[config.mk]
export PLATFORM = sky130hd
export DESIGN_NAME = dpc_port_ctrl
export DESIGN_NICKNAME = d
export VERILOG_FILES = /design/src/logic/dpc_pkg.sv /design/src/logic/dpc_port_ctrl.sv /design/src/logic/dpc_sync.sv
export VERILOG_INCLUDE_DIRS = /design/src /design/src/logic
export SDC_FILE = /design/constraint.sdc
export NUM_CORES = 1
export LEC_CHECK = 0
export BUFFER_PORTS_ARGS = -buffer_cell sky130_fd_sc_hd__buf_2
export CAP_MARGIN = 20
export CORE_MARGIN = 8
export CORE_UTILIZATION = 50
export DETAILED_ROUTE_END_ITERATION = 12
export GPL_ROUTABILITY_DRIVEN = 0
export HOLD_SLACK_MARGIN = 0.06
export PLACE_DENSITY = 0.83
export SLEW_MARGIN = 20
export SYNTH_ARGS = -nofsm -noshare
export SYNTH_HDL_FRONTEND = slang
export SYNTH_SLANG_ARGS = --single-unit
[constraint.sdc]
create_clock -name clock_i -period 4.8 [get_ports clock_i]
set_input_delay 0.48 -clock clock_i [delete_from_list [all_inputs] [get_ports clock_i]]
set_output_delay 0.48 -clock clock_i [all_outputs]
set_load 0.1 [all_outputs]
[src/logic/dpc_params.svh]
`ifndef DPC_PARAMS_SVH
`define DPC_PARAMS_SVH

// clock period and rounding of pin times to clock cycles
`define DPC_CLK_NS        20
`define DPC_CYC_UP(ns)    (((ns) + `DPC_CLK_NS - 1) / `DPC_CLK_NS)

// pin timing of the memory part
`define DPC_T_BUSY_NS     25
`define DPC_T_ACC_NS      25
`define DPC_T_WP_NS       25

// pin input synchroniser depth and registered-output latency
`define DPC_SYNC_STAGES   2
`define DPC_OUT_LAT       1

// pin widths
`define DPC_ADDR_W        15
`define DPC_DATA_W        8
`define DPC_TOKEN_BIT     0
`define DPC_TOKEN_AW      3

`endif

[src/logic/dpc_pkg.sv]
package dpc_pkg;

  typedef enum logic [1:0] {
    DPC_CMD_MEM_RD = 2'h0,
    DPC_CMD_MEM_WR = 2'h1,
    DPC_CMD_SEM_RD = 2'h2,
    DPC_CMD_SEM_WR = 2'h3
  } dpc_cmd_t;

  typedef enum logic [4:0] {
    DPC_ST_IDLE   = 5'h01,
    DPC_ST_SETUP  = 5'h02,
    DPC_ST_STROBE = 5'h04,
    DPC_ST_HOLD   = 5'h08,
    DPC_ST_GAP    = 5'h10
  } dpc_state_t;

endpackage

[src/logic/dpc_port_ctrl.sv]
`timescale 1ns/1ps
`include "dpc_params.svh"
// Notes on behaviour
// RQ1: master select high makes the part drive both collision flags, low makes them inputs.
// RQ2: on a slave, a low collision flag input blocks that port's writes.
// RQ3: master flags collision only when both selects are low and addresses match.
// RQ4: the port whose address and enable settled later gets the low flag.
// RQ5: both collision flags are never low at the same time.
// RQ6: writes are ignored while the master drives that port's flag low.
// RQ7: arbitration looks at selects and addresses only, never read or write.
// RQ8: right port writing the lower mailbox address sets the left interrupt.
// RQ9: left port access of that address with select and output enable clears it.
// RQ10: left port writing the top address sets the right interrupt.
// RQ11: right port reading the top address clears the right interrupt.
// RQ12: both mailbox locations stay ordinary byte storage.
// RQ13: eight token flags on the low three address bits; data bit zero writes.
// RQ14: token access holds memory select high and token select low.
// RQ15: a free token reads one on both ports; a claimer then reads zero.
// RQ16: a zero from the non-holder changes nothing but stays pending.
// RQ17: holder writing one passes the token to a pending requester, else frees it.
// RQ18: system logic may hold a slave's collision input low to block writes.
// RQ19: exactly one master arbitrates; other parts are slaves taking its flags.
// RQ20: address and select stay valid until the collision flag settles before writing.
// RQ21: in depth expansion the low-active collision flags are combined by AND.
// RQ22: a token read is held until token select or output enable goes inactive.
// RQ23: same-cycle requests from both ports resolve by a fixed tie-break.

module dpc_port_ctrl #(
  parameter int  NBANKS     = 1,
  parameter bit  MASTER_SEL = 1'b1
) (
  input  wire logic                       clock_i,
  input  wire logic                       rst_i,
  // user side
  input  wire logic                       req_i,
  input  wire dpc_pkg::dpc_cmd_t          cmd_i,
  input  wire logic [`DPC_ADDR_W-1:0]     addr_i,
  input  wire logic [`DPC_DATA_W-1:0]     wdata_i,
  input  wire logic                       inhibit_i,
  output logic                            ready_o,
  output logic                            done_o,
  output logic                            collision_o,
  output logic [`DPC_DATA_W-1:0]          rdata_o,
  output logic                            mailbox_irq_o,
  // memory port pins
  output logic [`DPC_ADDR_W-1:0]          addr_o,
  output logic                            ce_n_o,
  output logic                            token_space_select_n_o,
  output logic                            oe_n_o,
  output logic                            rw_n_o,
  output logic [`DPC_DATA_W-1:0]          data_o,
  output logic                            data_oe_o,
  input  wire logic [`DPC_DATA_W-1:0]     data_i,
  input  wire logic [NBANKS-1:0]          busy_n_i,
  input  wire logic                       mailbox_irq_n_i,
  output logic                            master_sel_o,
  output logic                            slave_busy_n_o
);

  localparam int SW = NBANKS + 1 + `DPC_DATA_W;
  // setup covers flag settling plus the sync and output latency of the flag path
  localparam logic [3:0] SETUP_LD  =
    4'(`DPC_CYC_UP(`DPC_T_BUSY_NS) + `DPC_SYNC_STAGES + `DPC_OUT_LAT);
  localparam logic [3:0] RSTB_LD   = 4'(`DPC_CYC_UP(`DPC_T_ACC_NS) + `DPC_SYNC_STAGES);
  localparam logic [3:0] WSTB_LD   = 4'(`DPC_CYC_UP(`DPC_T_WP_NS));

  if (NBANKS < 1 || NBANKS > 16) begin : g_chk
    $error("dpc_port_ctrl: NBANKS must be 1 to 16");
  end

  function automatic logic is_write(input dpc_pkg::dpc_cmd_t c);
    return c == dpc_pkg::DPC_CMD_MEM_WR || c == dpc_pkg::DPC_CMD_SEM_WR;
  endfunction

  function automatic logic is_token(input dpc_pkg::dpc_cmd_t c);
    return c == dpc_pkg::DPC_CMD_SEM_RD || c == dpc_pkg::DPC_CMD_SEM_WR;
  endfunction

  // pin inputs
  logic [SW-1:0] sync_q;
  dpc_sync #(
    .W (SW)
  ) u_sync (
    .clock_i (clock_i),
    .rst_i   (rst_i),
    .d_i     ({busy_n_i, mailbox_irq_n_i, data_i}),
    .init_i  ({{NBANKS{1'b1}}, 1'b1, {`DPC_DATA_W{1'b0}}}),
    .q_o     (sync_q)
  );

  wire [NBANKS-1:0]      busy_n_s = sync_q[SW-1 -: NBANKS];
  wire                   irq_n_s  = sync_q[`DPC_DATA_W];
  wire [`DPC_DATA_W-1:0] data_s   = sync_q[`DPC_DATA_W-1:0];
  wire                   busy_all_n = &busy_n_s; // RQ21

  dpc_pkg::dpc_state_t   state_r;
  dpc_pkg::dpc_cmd_t     cmd_r;
  logic [3:0]            cnt_r;
  logic                  done_r;
  logic                  coll_r;
  logic [`DPC_DATA_W-1:0] rdata_r;
  logic [`DPC_ADDR_W-1:0] addr_r;
  logic                  ce_n_r;
  logic                  tok_n_r;
  logic                  oe_n_r;
  logic                  rw_n_r;
  logic [`DPC_DATA_W-1:0] dout_r;
  logic                  doe_r;
  logic                  msel_r;
  logic                  sbusy_n_r;
  logic                  irq_r;

  wire cnt_zero   = (cnt_r == 4'h0);
  wire wr_cmd     = is_write(cmd_r);
  // a write is dropped if the combined flag is low at the end of setup; inhibit also stops our own writes
  wire wr_blocked = wr_cmd && (!busy_all_n || inhibit_i); // RQ20
  // token writes carry only bit zero, spread so the bus is never half driven
  wire [`DPC_DATA_W-1:0] wdata_sel = is_token(cmd_i) ?
    {`DPC_DATA_W{wdata_i[`DPC_TOKEN_BIT]}} : wdata_i;
  wire [`DPC_ADDR_W-1:0] addr_sel  = is_token(cmd_i) ?
    {{(`DPC_ADDR_W-`DPC_TOKEN_AW){1'b0}}, addr_i[`DPC_TOKEN_AW-1:0]} : addr_i;

  assign ready_o = (state_r == dpc_pkg::DPC_ST_IDLE);

  always_ff @(posedge clock_i) begin
    if (rst_i) begin
      state_r <= dpc_pkg::DPC_ST_IDLE;
      cmd_r   <= dpc_pkg::DPC_CMD_MEM_RD;
      cnt_r   <= 4'h0;
      done_r  <= 1'b0;
      coll_r  <= 1'b0;
      rdata_r <= '0;
      addr_r  <= '0;
      ce_n_r  <= 1'b1;
      tok_n_r <= 1'b1;
      oe_n_r  <= 1'b1;
      rw_n_r  <= 1'b1;
      dout_r  <= '0;
      doe_r   <= 1'b0;
    end else begin
      done_r <= 1'b0;
      coll_r <= 1'b0;
      case (state_r)
        dpc_pkg::DPC_ST_IDLE: begin
          if (req_i) begin
            cmd_r   <= cmd_i;
            addr_r  <= addr_sel;
            dout_r  <= wdata_sel;
            ce_n_r  <= is_token(cmd_i);  // RQ14
            tok_n_r <= !is_token(cmd_i); // RQ14
            doe_r   <= is_write(cmd_i);
            cnt_r   <= SETUP_LD - 4'h1;
            state_r <= dpc_pkg::DPC_ST_SETUP;
          end
        end
        dpc_pkg::DPC_ST_SETUP: begin
          if (!cnt_zero) begin
            cnt_r <= cnt_r - 4'h1;
          end else if (wr_blocked) begin
            // lost arbitration: drop the write instead of strobing into a gated port
            ce_n_r  <= 1'b1;
            tok_n_r <= 1'b1;
            doe_r   <= 1'b0;
            coll_r  <= 1'b1;
            done_r  <= 1'b1;
            state_r <= dpc_pkg::DPC_ST_GAP;
          end else begin
            rw_n_r  <= !wr_cmd; // RQ20
            oe_n_r  <= wr_cmd;
            cnt_r   <= wr_cmd ? WSTB_LD - 4'h1 : RSTB_LD - 4'h1;
            state_r <= dpc_pkg::DPC_ST_STROBE;
          end
        end
        dpc_pkg::DPC_ST_STROBE: begin
          if (!cnt_zero) begin
            cnt_r <= cnt_r - 4'h1;
          end else begin
            if (!wr_cmd) begin
              rdata_r <= data_s;
            end
            rw_n_r  <= 1'b1;
            oe_n_r  <= 1'b1;
            state_r <= dpc_pkg::DPC_ST_HOLD;
          end
        end
        dpc_pkg::DPC_ST_HOLD: begin
          // address and data held one cycle past the strobe
          ce_n_r  <= 1'b1;
          tok_n_r <= 1'b1;
          doe_r   <= 1'b0;
          done_r  <= 1'b1;
          state_r <= dpc_pkg::DPC_ST_GAP;
        end
        dpc_pkg::DPC_ST_GAP: begin
          // one idle cycle so a repeated token read reopens the part's latch
          state_r <= dpc_pkg::DPC_ST_IDLE; // RQ22
        end
        default: begin
          state_r <= dpc_pkg::DPC_ST_IDLE;
        end
      endcase
    end
  end

  // cascade pins: one master only, slaves see its combined flag or our inhibit
  always_ff @(posedge clock_i) begin
    if (rst_i) begin
      msel_r    <= 1'b0;
      sbusy_n_r <= 1'b1;
      irq_r     <= 1'b0;
    end else begin
      msel_r    <= MASTER_SEL;                // RQ19
      sbusy_n_r <= busy_all_n && !inhibit_i; // RQ18
      irq_r     <= !irq_n_s;
    end
  end

  assign done_o                 = done_r;
  assign collision_o            = coll_r;
  assign rdata_o                = rdata_r;
  assign mailbox_irq_o          = irq_r;
  assign addr_o                 = addr_r;
  assign ce_n_o                 = ce_n_r;
  assign token_space_select_n_o = tok_n_r;
  assign oe_n_o                 = oe_n_r;
  assign rw_n_o                 = rw_n_r;
  assign data_o                 = dout_r;
  assign data_oe_o              = doe_r;
  assign master_sel_o           = msel_r;
  assign slave_busy_n_o         = sbusy_n_r;

  // helper: cycles the current select has been held
  logic [4:0] sel_age_r;
  always_ff @(posedge clock_i) begin
    if (rst_i || (ce_n_r && tok_n_r)) begin
      sel_age_r <= 5'h00;
    end else if (sel_age_r != 5'h1f) begin
      sel_age_r <= sel_age_r + 5'h01;
    end
  end

  a_token_select_pair: assert property (@(posedge clock_i) disable iff (rst_i) // RQ14
    !tok_n_r |-> ce_n_r)
    else $error("token select low while memory select low");

  a_inhibit_blocks: assert property (@(posedge clock_i) disable iff (rst_i) // RQ18
    inhibit_i |=> !sbusy_n_r)
    else $error("slave collision input not held low under inhibit");

  // guard on the previous reset level; the release edge itself still shows the reset value
  a_one_master: assert property (@(posedge clock_i) disable iff (rst_i) // RQ19
    !$past(rst_i) |-> (msel_r == MASTER_SEL))
    else $error("master select pin not at configured value");

  a_settle_write: assert property (@(posedge clock_i) disable iff (rst_i) // RQ20
    $fell(rw_n_r) |-> (5'(SETUP_LD) <= sel_age_r) && $stable(addr_r))
    else $error("write strobe before collision flag could settle");

  a_busy_and_gate: assert property (@(posedge clock_i) disable iff (rst_i) // RQ21
    $fell(rw_n_r) |-> $past(busy_all_n) && $past(!inhibit_i))
    else $error("write strobe with combined collision flag low");

  a_read_reopen: assert property (@(posedge clock_i) disable iff (rst_i) // RQ22
    $rose(oe_n_r) |-> ##1 (tok_n_r && ce_n_r) [*2])
    else $error("selects not released between reads");

endmodule // dpc_port_ctrl

[src/logic/dpc_sync.sv]
`timescale 1ns/1ps
`include "dpc_params.svh"

module dpc_sync #(
  parameter int W = 1
) (
  input  wire logic         clock_i,
  input  wire logic         rst_i,
  input  wire logic [W-1:0] d_i,
  input  wire logic [W-1:0] init_i,
  output logic      [W-1:0] q_o
);

  logic [W-1:0] meta_r;
  logic [W-1:0] q_r;

  // init_i must be a constant at the instance; reset takes nothing else
  always_ff @(posedge clock_i) begin
    if (rst_i) begin
      meta_r <= init_i;
      q_r    <= init_i;
    end else begin
      meta_r <= d_i;
      q_r    <= meta_r;
    end
  end

  assign q_o = q_r;

endmodule // dpc_sync

==> results of run 1 <==
## flip-flops by register name (all words and copies together), names as in the netlist, 4 cells and up
register,count
u_sync.meta_r,10
cnt_r,4
addr_o,15
data_o,8
rdata_o,8
u_sync.q_o,10
state_r,5
## synth_stat cells, drive strengths merged
cell type,n,area [sq um]
nand4,1,6.26
xnor2,1,8.76
or3b,1,8.76
o221a,1,11.3
clkbuf,10,37.5
o21ai,6,30.0
nand2b,6,37.5
nand2,31,116
mux2i,16,160
nor3b,2,25.0
or2,4,25.0
buf,8,47.5
nor2b,20,125
nor3,7,51.3
or3,2,17.5
o21a,1,7.51
o211ai,2,15.0
inv,5,18.8
a21oi,30,150
a311oi,1,8.76
dfxtp,71,1420
and3,1,6.26
a21o,1,7.51
a22oi,1,21.3
nand3,6,35.0
nor2,26,103
a311o,1,10.0
o21bai,1,18.8
nor4,2,12.5
a211oi,8,60.1
and2,1,6.26
ha,2,25.0
nand3b,12,90.1
## worst paths after layout
path	start	to	slack, ns	depth (start not counted)
min	mailbox_irq_n_i	u_sync.meta_r[8]	0.33	2
min reg2reg	u_sync.q_o[8]	mailbox_irq_o	0.39	1
max reg2reg	state_r[0]	ce_n_o	2.74	5
max	state_r[0]	ready_o	2.69	4
## critical path, stage by stage (launching register included)
cell	delay, ns
dfxtp_1	0.40
nor3b_2	0.28
nand2_1	0.13
inv_1	0.07
buf_2	0.42
## cell families after synthesis
family                   Yosys count  share of synthesized area (%)
AND/OR/NAND/NOR                  122                           24.4
flip-flops                        71                           52.2
AO/OA/AOI/OAI                     53                           12.5
buffers and inverters             23                           3.81
multiplexers                      16                           5.88
adder cells (fa/ha/maj)            2                          0.918
XOR/XNOR                           1                          0.321
## final cells by class
cell class	count	area [sq um]
fillers	448	2010
flip-flops and latches	71	1420
multi-input cells	194	1200
repair buffers	81	408
clock buffers	9	124
clock inverters	7	104
well taps	72	90.1
inverters	5	18.8
## per-layer routing
layer,up-vias,share of wire [%],global-route usage (%)
li1,1133,-,-
met5,-,0,0
met2,71,49,25.2
met4,0,2.0,8.18
met1,1029,43,17.3
met3,11,5.9,4.66
## report_power, final
| part | internal [mW] | total (mW) | switching, mW |
|---|---|---|---|
| logic | 0.0718 | 0.303 | 0.231 |
| registers | 0.620 | 0.638 | 0.0177 |
| clock network | 0.299 | 0.528 | 0.229 |
| total | 0.990 | 1.47 | 0.478 |
## metrics by stage
stage / hold WS (ns) / setup slack (ns)
final: 0.329 / 2.69
after global routing: 0.310 / 2.49
after CTS: 0.312 / 2.67
after detailed placement: 0.382 / 2.69
after global placement: 0.374 / 2.79
after floorplan: 0.368 / 3.02
==> impl_metrics.csv, run 1 <==
group,metric,value,unit
status,status,"finished, final reports clean",
setup_path,cp-start-kind,"flop",
clock_tree,cts_buffers,9,
placed_design,dp_hpwl,4.51,mm
placed_design,placedCellCount,423,
clock_tree,cts-root-buf,"clkbuf_8",
clock_tree,postCtsSetupBuffers,0,
yosys,synth.avg_cell_area,9.46,sq um
timing,finalClockSkew,0.00555,ns
global_route,grt_overflow_total,0,
clock_tree,hold_buffers,0,
timing,tns,0,ns
setup_path,critPathKind,"flop to output pin",
drt,via_per_inst,5.11,
timing,finalSetupViolCount,0,
drt,wl_per_cell,13.9,um
drt,ant_nets,0,
global_route,grt_pass1_vias,2344,
setup_path,critPathRequiredTime,4.32,ns
placed_design,port_buffers,80,
timing,timing_hold_violations_final,0,
timing,fin_crit,2.11,ns
cells_and_area,final_cell_mix,"buf_2 (80), dfxtp_1 (71), nand2_1 (31), a21oi_1 (30), nor2_1 (24)",
cells_and_area,final_area,0.00337,sq mm
timing,worst_slew_pin_slew,1.06,ns
timing,timing.fmax,0.475,GHz
drt,first_iter_violations,140,
cells_and_area,fin_util,62.7,%
yosys,yosysWarnings,0,
drt,firstDrtPassIters,4,
yosys,ys_seq_area_share,52.2,%
die,num_rows,27,
timing,grt_setup_unrepaired,"no",
cells_and_area,n_antenna_cell,0,
yosys,syn-instance-count,288,
setup_path,arrival,1.63,ns
yosys,synthesis.area,0.00273,sq mm
global_route,grt_max_degree,41,
cells_and_area,drive_above_1_share,30.5,%
die,die_x,89.8,um
cells_and_area,nets,403,
clock_tree,htree_levels,3,
drt,vias,2244,
pwr,p_per_area,436,mW/mm^2
die,coreArea,0.00537,sq mm
global_route,grt_util_all_layers,15.3,%
timing,fin_crit_sh,43.9,%
clock_tree,numClockSinks,71,
job,cap_violations,0,
pwr,vdd_drop_max,0.216,mV
die,start_util,50.7,%
setup_path,endpoint_kind,"output pin",
clock_tree,clock_path_buffers,2,
timing,slew_headroom,29.5,%
die,die_area,0.00807,sq mm
yosys,synth_nets,329,
clock_tree,clk_latency,0.33,ns
cells_and_area,final_common_cell,"buf_2",
clock_tree,cts_tree,"yes",
cells_and_area,fin_cells,439,
setup_path,crit_fanout,5,
yosys,synth_seq_cells,71,
die,die_y,89.8,um
die,io_pins,81,
timing,maxSlewViolCount,0,
worst_hold_path,holdCritPathClass,"input pin to flop",
cells_and_area,area_growth_syn_to_layout,23.5,%
global_route,grt_pass1_wl,10.4,mm
placed_design,dpl_cell_area,0.00314,sq mm
drt,drcViolationCount,0,
clock_tree,cts_resized,0,
pwr,power.leakage,1.49,nW
drt,drt_wl_total,6.12,mm
global_route,antenna_found_initial,0,
clock_tree,clk_pin_slew,0.08,ns
pwr,power,1.47,mW
yosys,ys_types,42,
Note: power is estimated with default switching activity, not from simulation.
==> run 2, diff against run 1 <==
- CORE_UTILIZATION: 50 -> 46
- PLACE_DENSITY: 0.83 -> 0.8
- clock period: 4.8 -> 1.8 ns (I/O delays scaled with it)
==> run 2 against run 1 <==
Sequential power rose to 2.7 times the previous value. Critical endpoint is now cnt_r[3]. Clock power rose by 120%. Clock skew rose by 0.0022 ns. Final area rose by 3.5%. Worst setup slack got worse by 2.6 ns. Global-route usage rose by 0.24 points. Highest routed layer unchanged. Flip-flop and latch count did not move. Critical path depth rose by 3. Via count rose by 2.2%. Largest cell class unchanged.
==> impl_metrics.csv, run 2 (synthesis results as in run 1) <==
group,metric,value,unit
setup_path,regToRegSetupSlack,0.11,ns
worst_hold_path,holdCritPathClass,"input pin to flop",
cells_and_area,n_antenna_cell,0,
drt,wl_per_cell,14.6,um
clock_tree,numClockSinks,71,
worst_hold_path,min_path_cells,3,
cells_and_area,largest_register_ffs,15,
clock_tree,clk_pin_slew,0.08,ns
global_route,grt_pass1_vias,2332,
placed_design,post-place-ws,-0.0245,ns
timing,maxSlewViolCount,0,
setup_path,critPathKind,"flop to flop",
global_route,grt_util_all_layers,15.5,%
timing,slew_headroom,60.3,%
setup_path,worstReg2RegStart,"cnt_r[0]",
pwr,power.leakage,1.54,nW
drt,ant_nets,0,
drt,first_iter_violations,107,
drt,drt_wl_total,6.66,mm
cells_and_area,fin_util,59.9,%
timing,finalSetupViolCount,0,
setup_path,crit_path_cell_trace,"inv_1, ha_1, or3b_4, nand3_2, a21oi_1, o21ai_0, a21oi_1",
pwr,p_per_area,1080,mW/mm^2
timing,whs,0.0737,ns
clock_tree,cts-root-buf,"clkbuf_8",
clock_tree,htree_levels,3,
cells_and_area,nets,416,
worst_hold_path,min_from,"addr_i[0]",
setup_path,crit_slowest_cell,"or3b_4",
timing,finalClockSkew,0.00775,ns
global_route,antenna_found_initial,0,
job,cap_violations,0,
pwr,vdd_drop_max,0.630,mV
setup_path,endpoint_kind,"flop",
drt,firstDrtPassIters,4,
setup_path,cpPeakStageDelay,0.44,ns
placed_design,dp_hpwl,4.68,mm
clock_tree,cts_tree,"yes",
setup_path,crit_fanout,8,
cells_and_area,final_cell_mix,"buf_2 (79), dfxtp_1 (70), nand2_1 (31), a21oi_1 (30), nor2_1 (24)",
setup_path,arrival,1.89,ns
setup_path,path_common_cell,"a21oi_1",
timing,fin_crit,1.69,ns
die,coreArea,0.00582,sq mm
die,io_pins,81,
timing,timing_hold_violations_final,0,
setup_path,cp-start-kind,"flop",
setup_path,critPathRequiredTime,2.00,ns
global_route,grt_max_degree,36,
clock_tree,cts_buffers,9,
timing,timing.fmax,0.592,GHz
timing,fin_crit_sh,93.8,%
clock_tree,clk_latency,0.34,ns
drt,vias,2294,
placed_design,port_buffers,80,
cells_and_area,area_growth_syn_to_layout,27.9,%
global_route,grt_pass1_wl,10.7,mm
drt,drcViolationCount,0,
timing,finalWorstSetupSlack,0.111,ns
clock_tree,clock_path_buffers,2,
drt,via_per_inst,5.04,
status,status,"finished, final reports clean",
die,start_util,46.9,%
die,die_area,0.00864,sq mm
worst_hold_path,whs_endpoint,"addr_o[0]",
setup_path,r2r_cells,7,
cells_and_area,drive_above_1_share,31.6,%
die,num_rows,28,
cells_and_area,final_common_cell,"buf_2",
die,die_x,93.0,um
global_route,grt_overflow_total,0,
timing,grt_setup_unrepaired,"no",
die,die_y,93.0,um
setup_path,worstReg2RegEnd,"cnt_r[3]",
timing,worst_slew_pin_slew,0.595,ns
-- run 2: cell types whose count changed in the layout (fill, tap and decap cells not counted), moves of 2 or more --
cell / delta
dlygate4sd3_1: +8
nor3b_2: -2
bufinv_16: -2
inv_6: +2
buf_4: +4
nor3b_4: +2
-- run 2: worst max path at each step --
stage / startpoint / endpoint / slack, ns / cells past startpoint
after floorplan: cnt_r[0] / ce_n_o / 0.24 / 7
after global placement: cnt_r[0] / cnt_r[1] / 0.10 / 7
after detailed placement: cnt_r[0] / cnt_r[1] / -0.02 / 7
after CTS: cnt_r[0] / ce_n_o / 0.03 / 7
after global routing: cnt_r[0] / cnt_r[3] / 0.006 / 7
final: cnt_r[0] / cnt_r[3] / 0.11 / 7
-- run 2: per-layer routing --
metal	routed length, um	vias to the layer above	part of all wire [%]	track usage, %
met1	2580	1051	39	16.1
met4	114	0	1.7	6.85
met3	586	10	8.8	5.85
li1	-	1154	-	-
met5	0	-	0	0
met2	3380	79	51	27.3
-- run 2: critical path: cells and delay by family, from the launching register on --
kind            cells  cell delay, ns
simple gates        2            0.56
fa+ha+maj           1            0.17
compound gates      3            0.38
buf+inv             1            0.09
flops               1            0.35
-- run 2: timing repair --
item	CTS	global route
endpoints found under the hold margin	8	0
gates resized for setup	2	5
setup buffers	0	1
hold buffers	8	0
cloned	0	0
setup endpoints to repair	3	14
-- run 2: per-stage QoR --
stage / std cells / area (sq um) / total power, mW / TNS (ns)
6_report: 455 / 3480 / 3.76 / 0
5_1_grt: 455 / 3480 / 3.93 / 0
4_1_cts: 454 / 3450 / 3.77 / 0
3_5_place_dp: 430 / 3180 / 2.57 / -0.0245
3_3_place_gp: 430 / 3180 / 2.55 / 0
2_1_floorplan: 288 / 2730 / 2.41 / 0
-- run 2: area by class of cell --
cell class	count	area, sq um
Sequential cell	71	1420
Multi-Input combinational cell	194	1220
Tap cell	75	93.8
Fill cell	532	2330
Clock buffer	9	124
Clock inverter	7	61.3
Timing Repair Buffer	94	544
Inverter	5	18.8
-- run 2: report_power, final --
group	total [mW]	switching (mW)	leakage, nW	internal [mW]
registers	1.70	0.0506	0.582	1.65
clock network	1.18	0.657	0.0888	0.526
logic	0.877	0.634	0.868	0.242
total	3.76	1.34	1.54	2.42
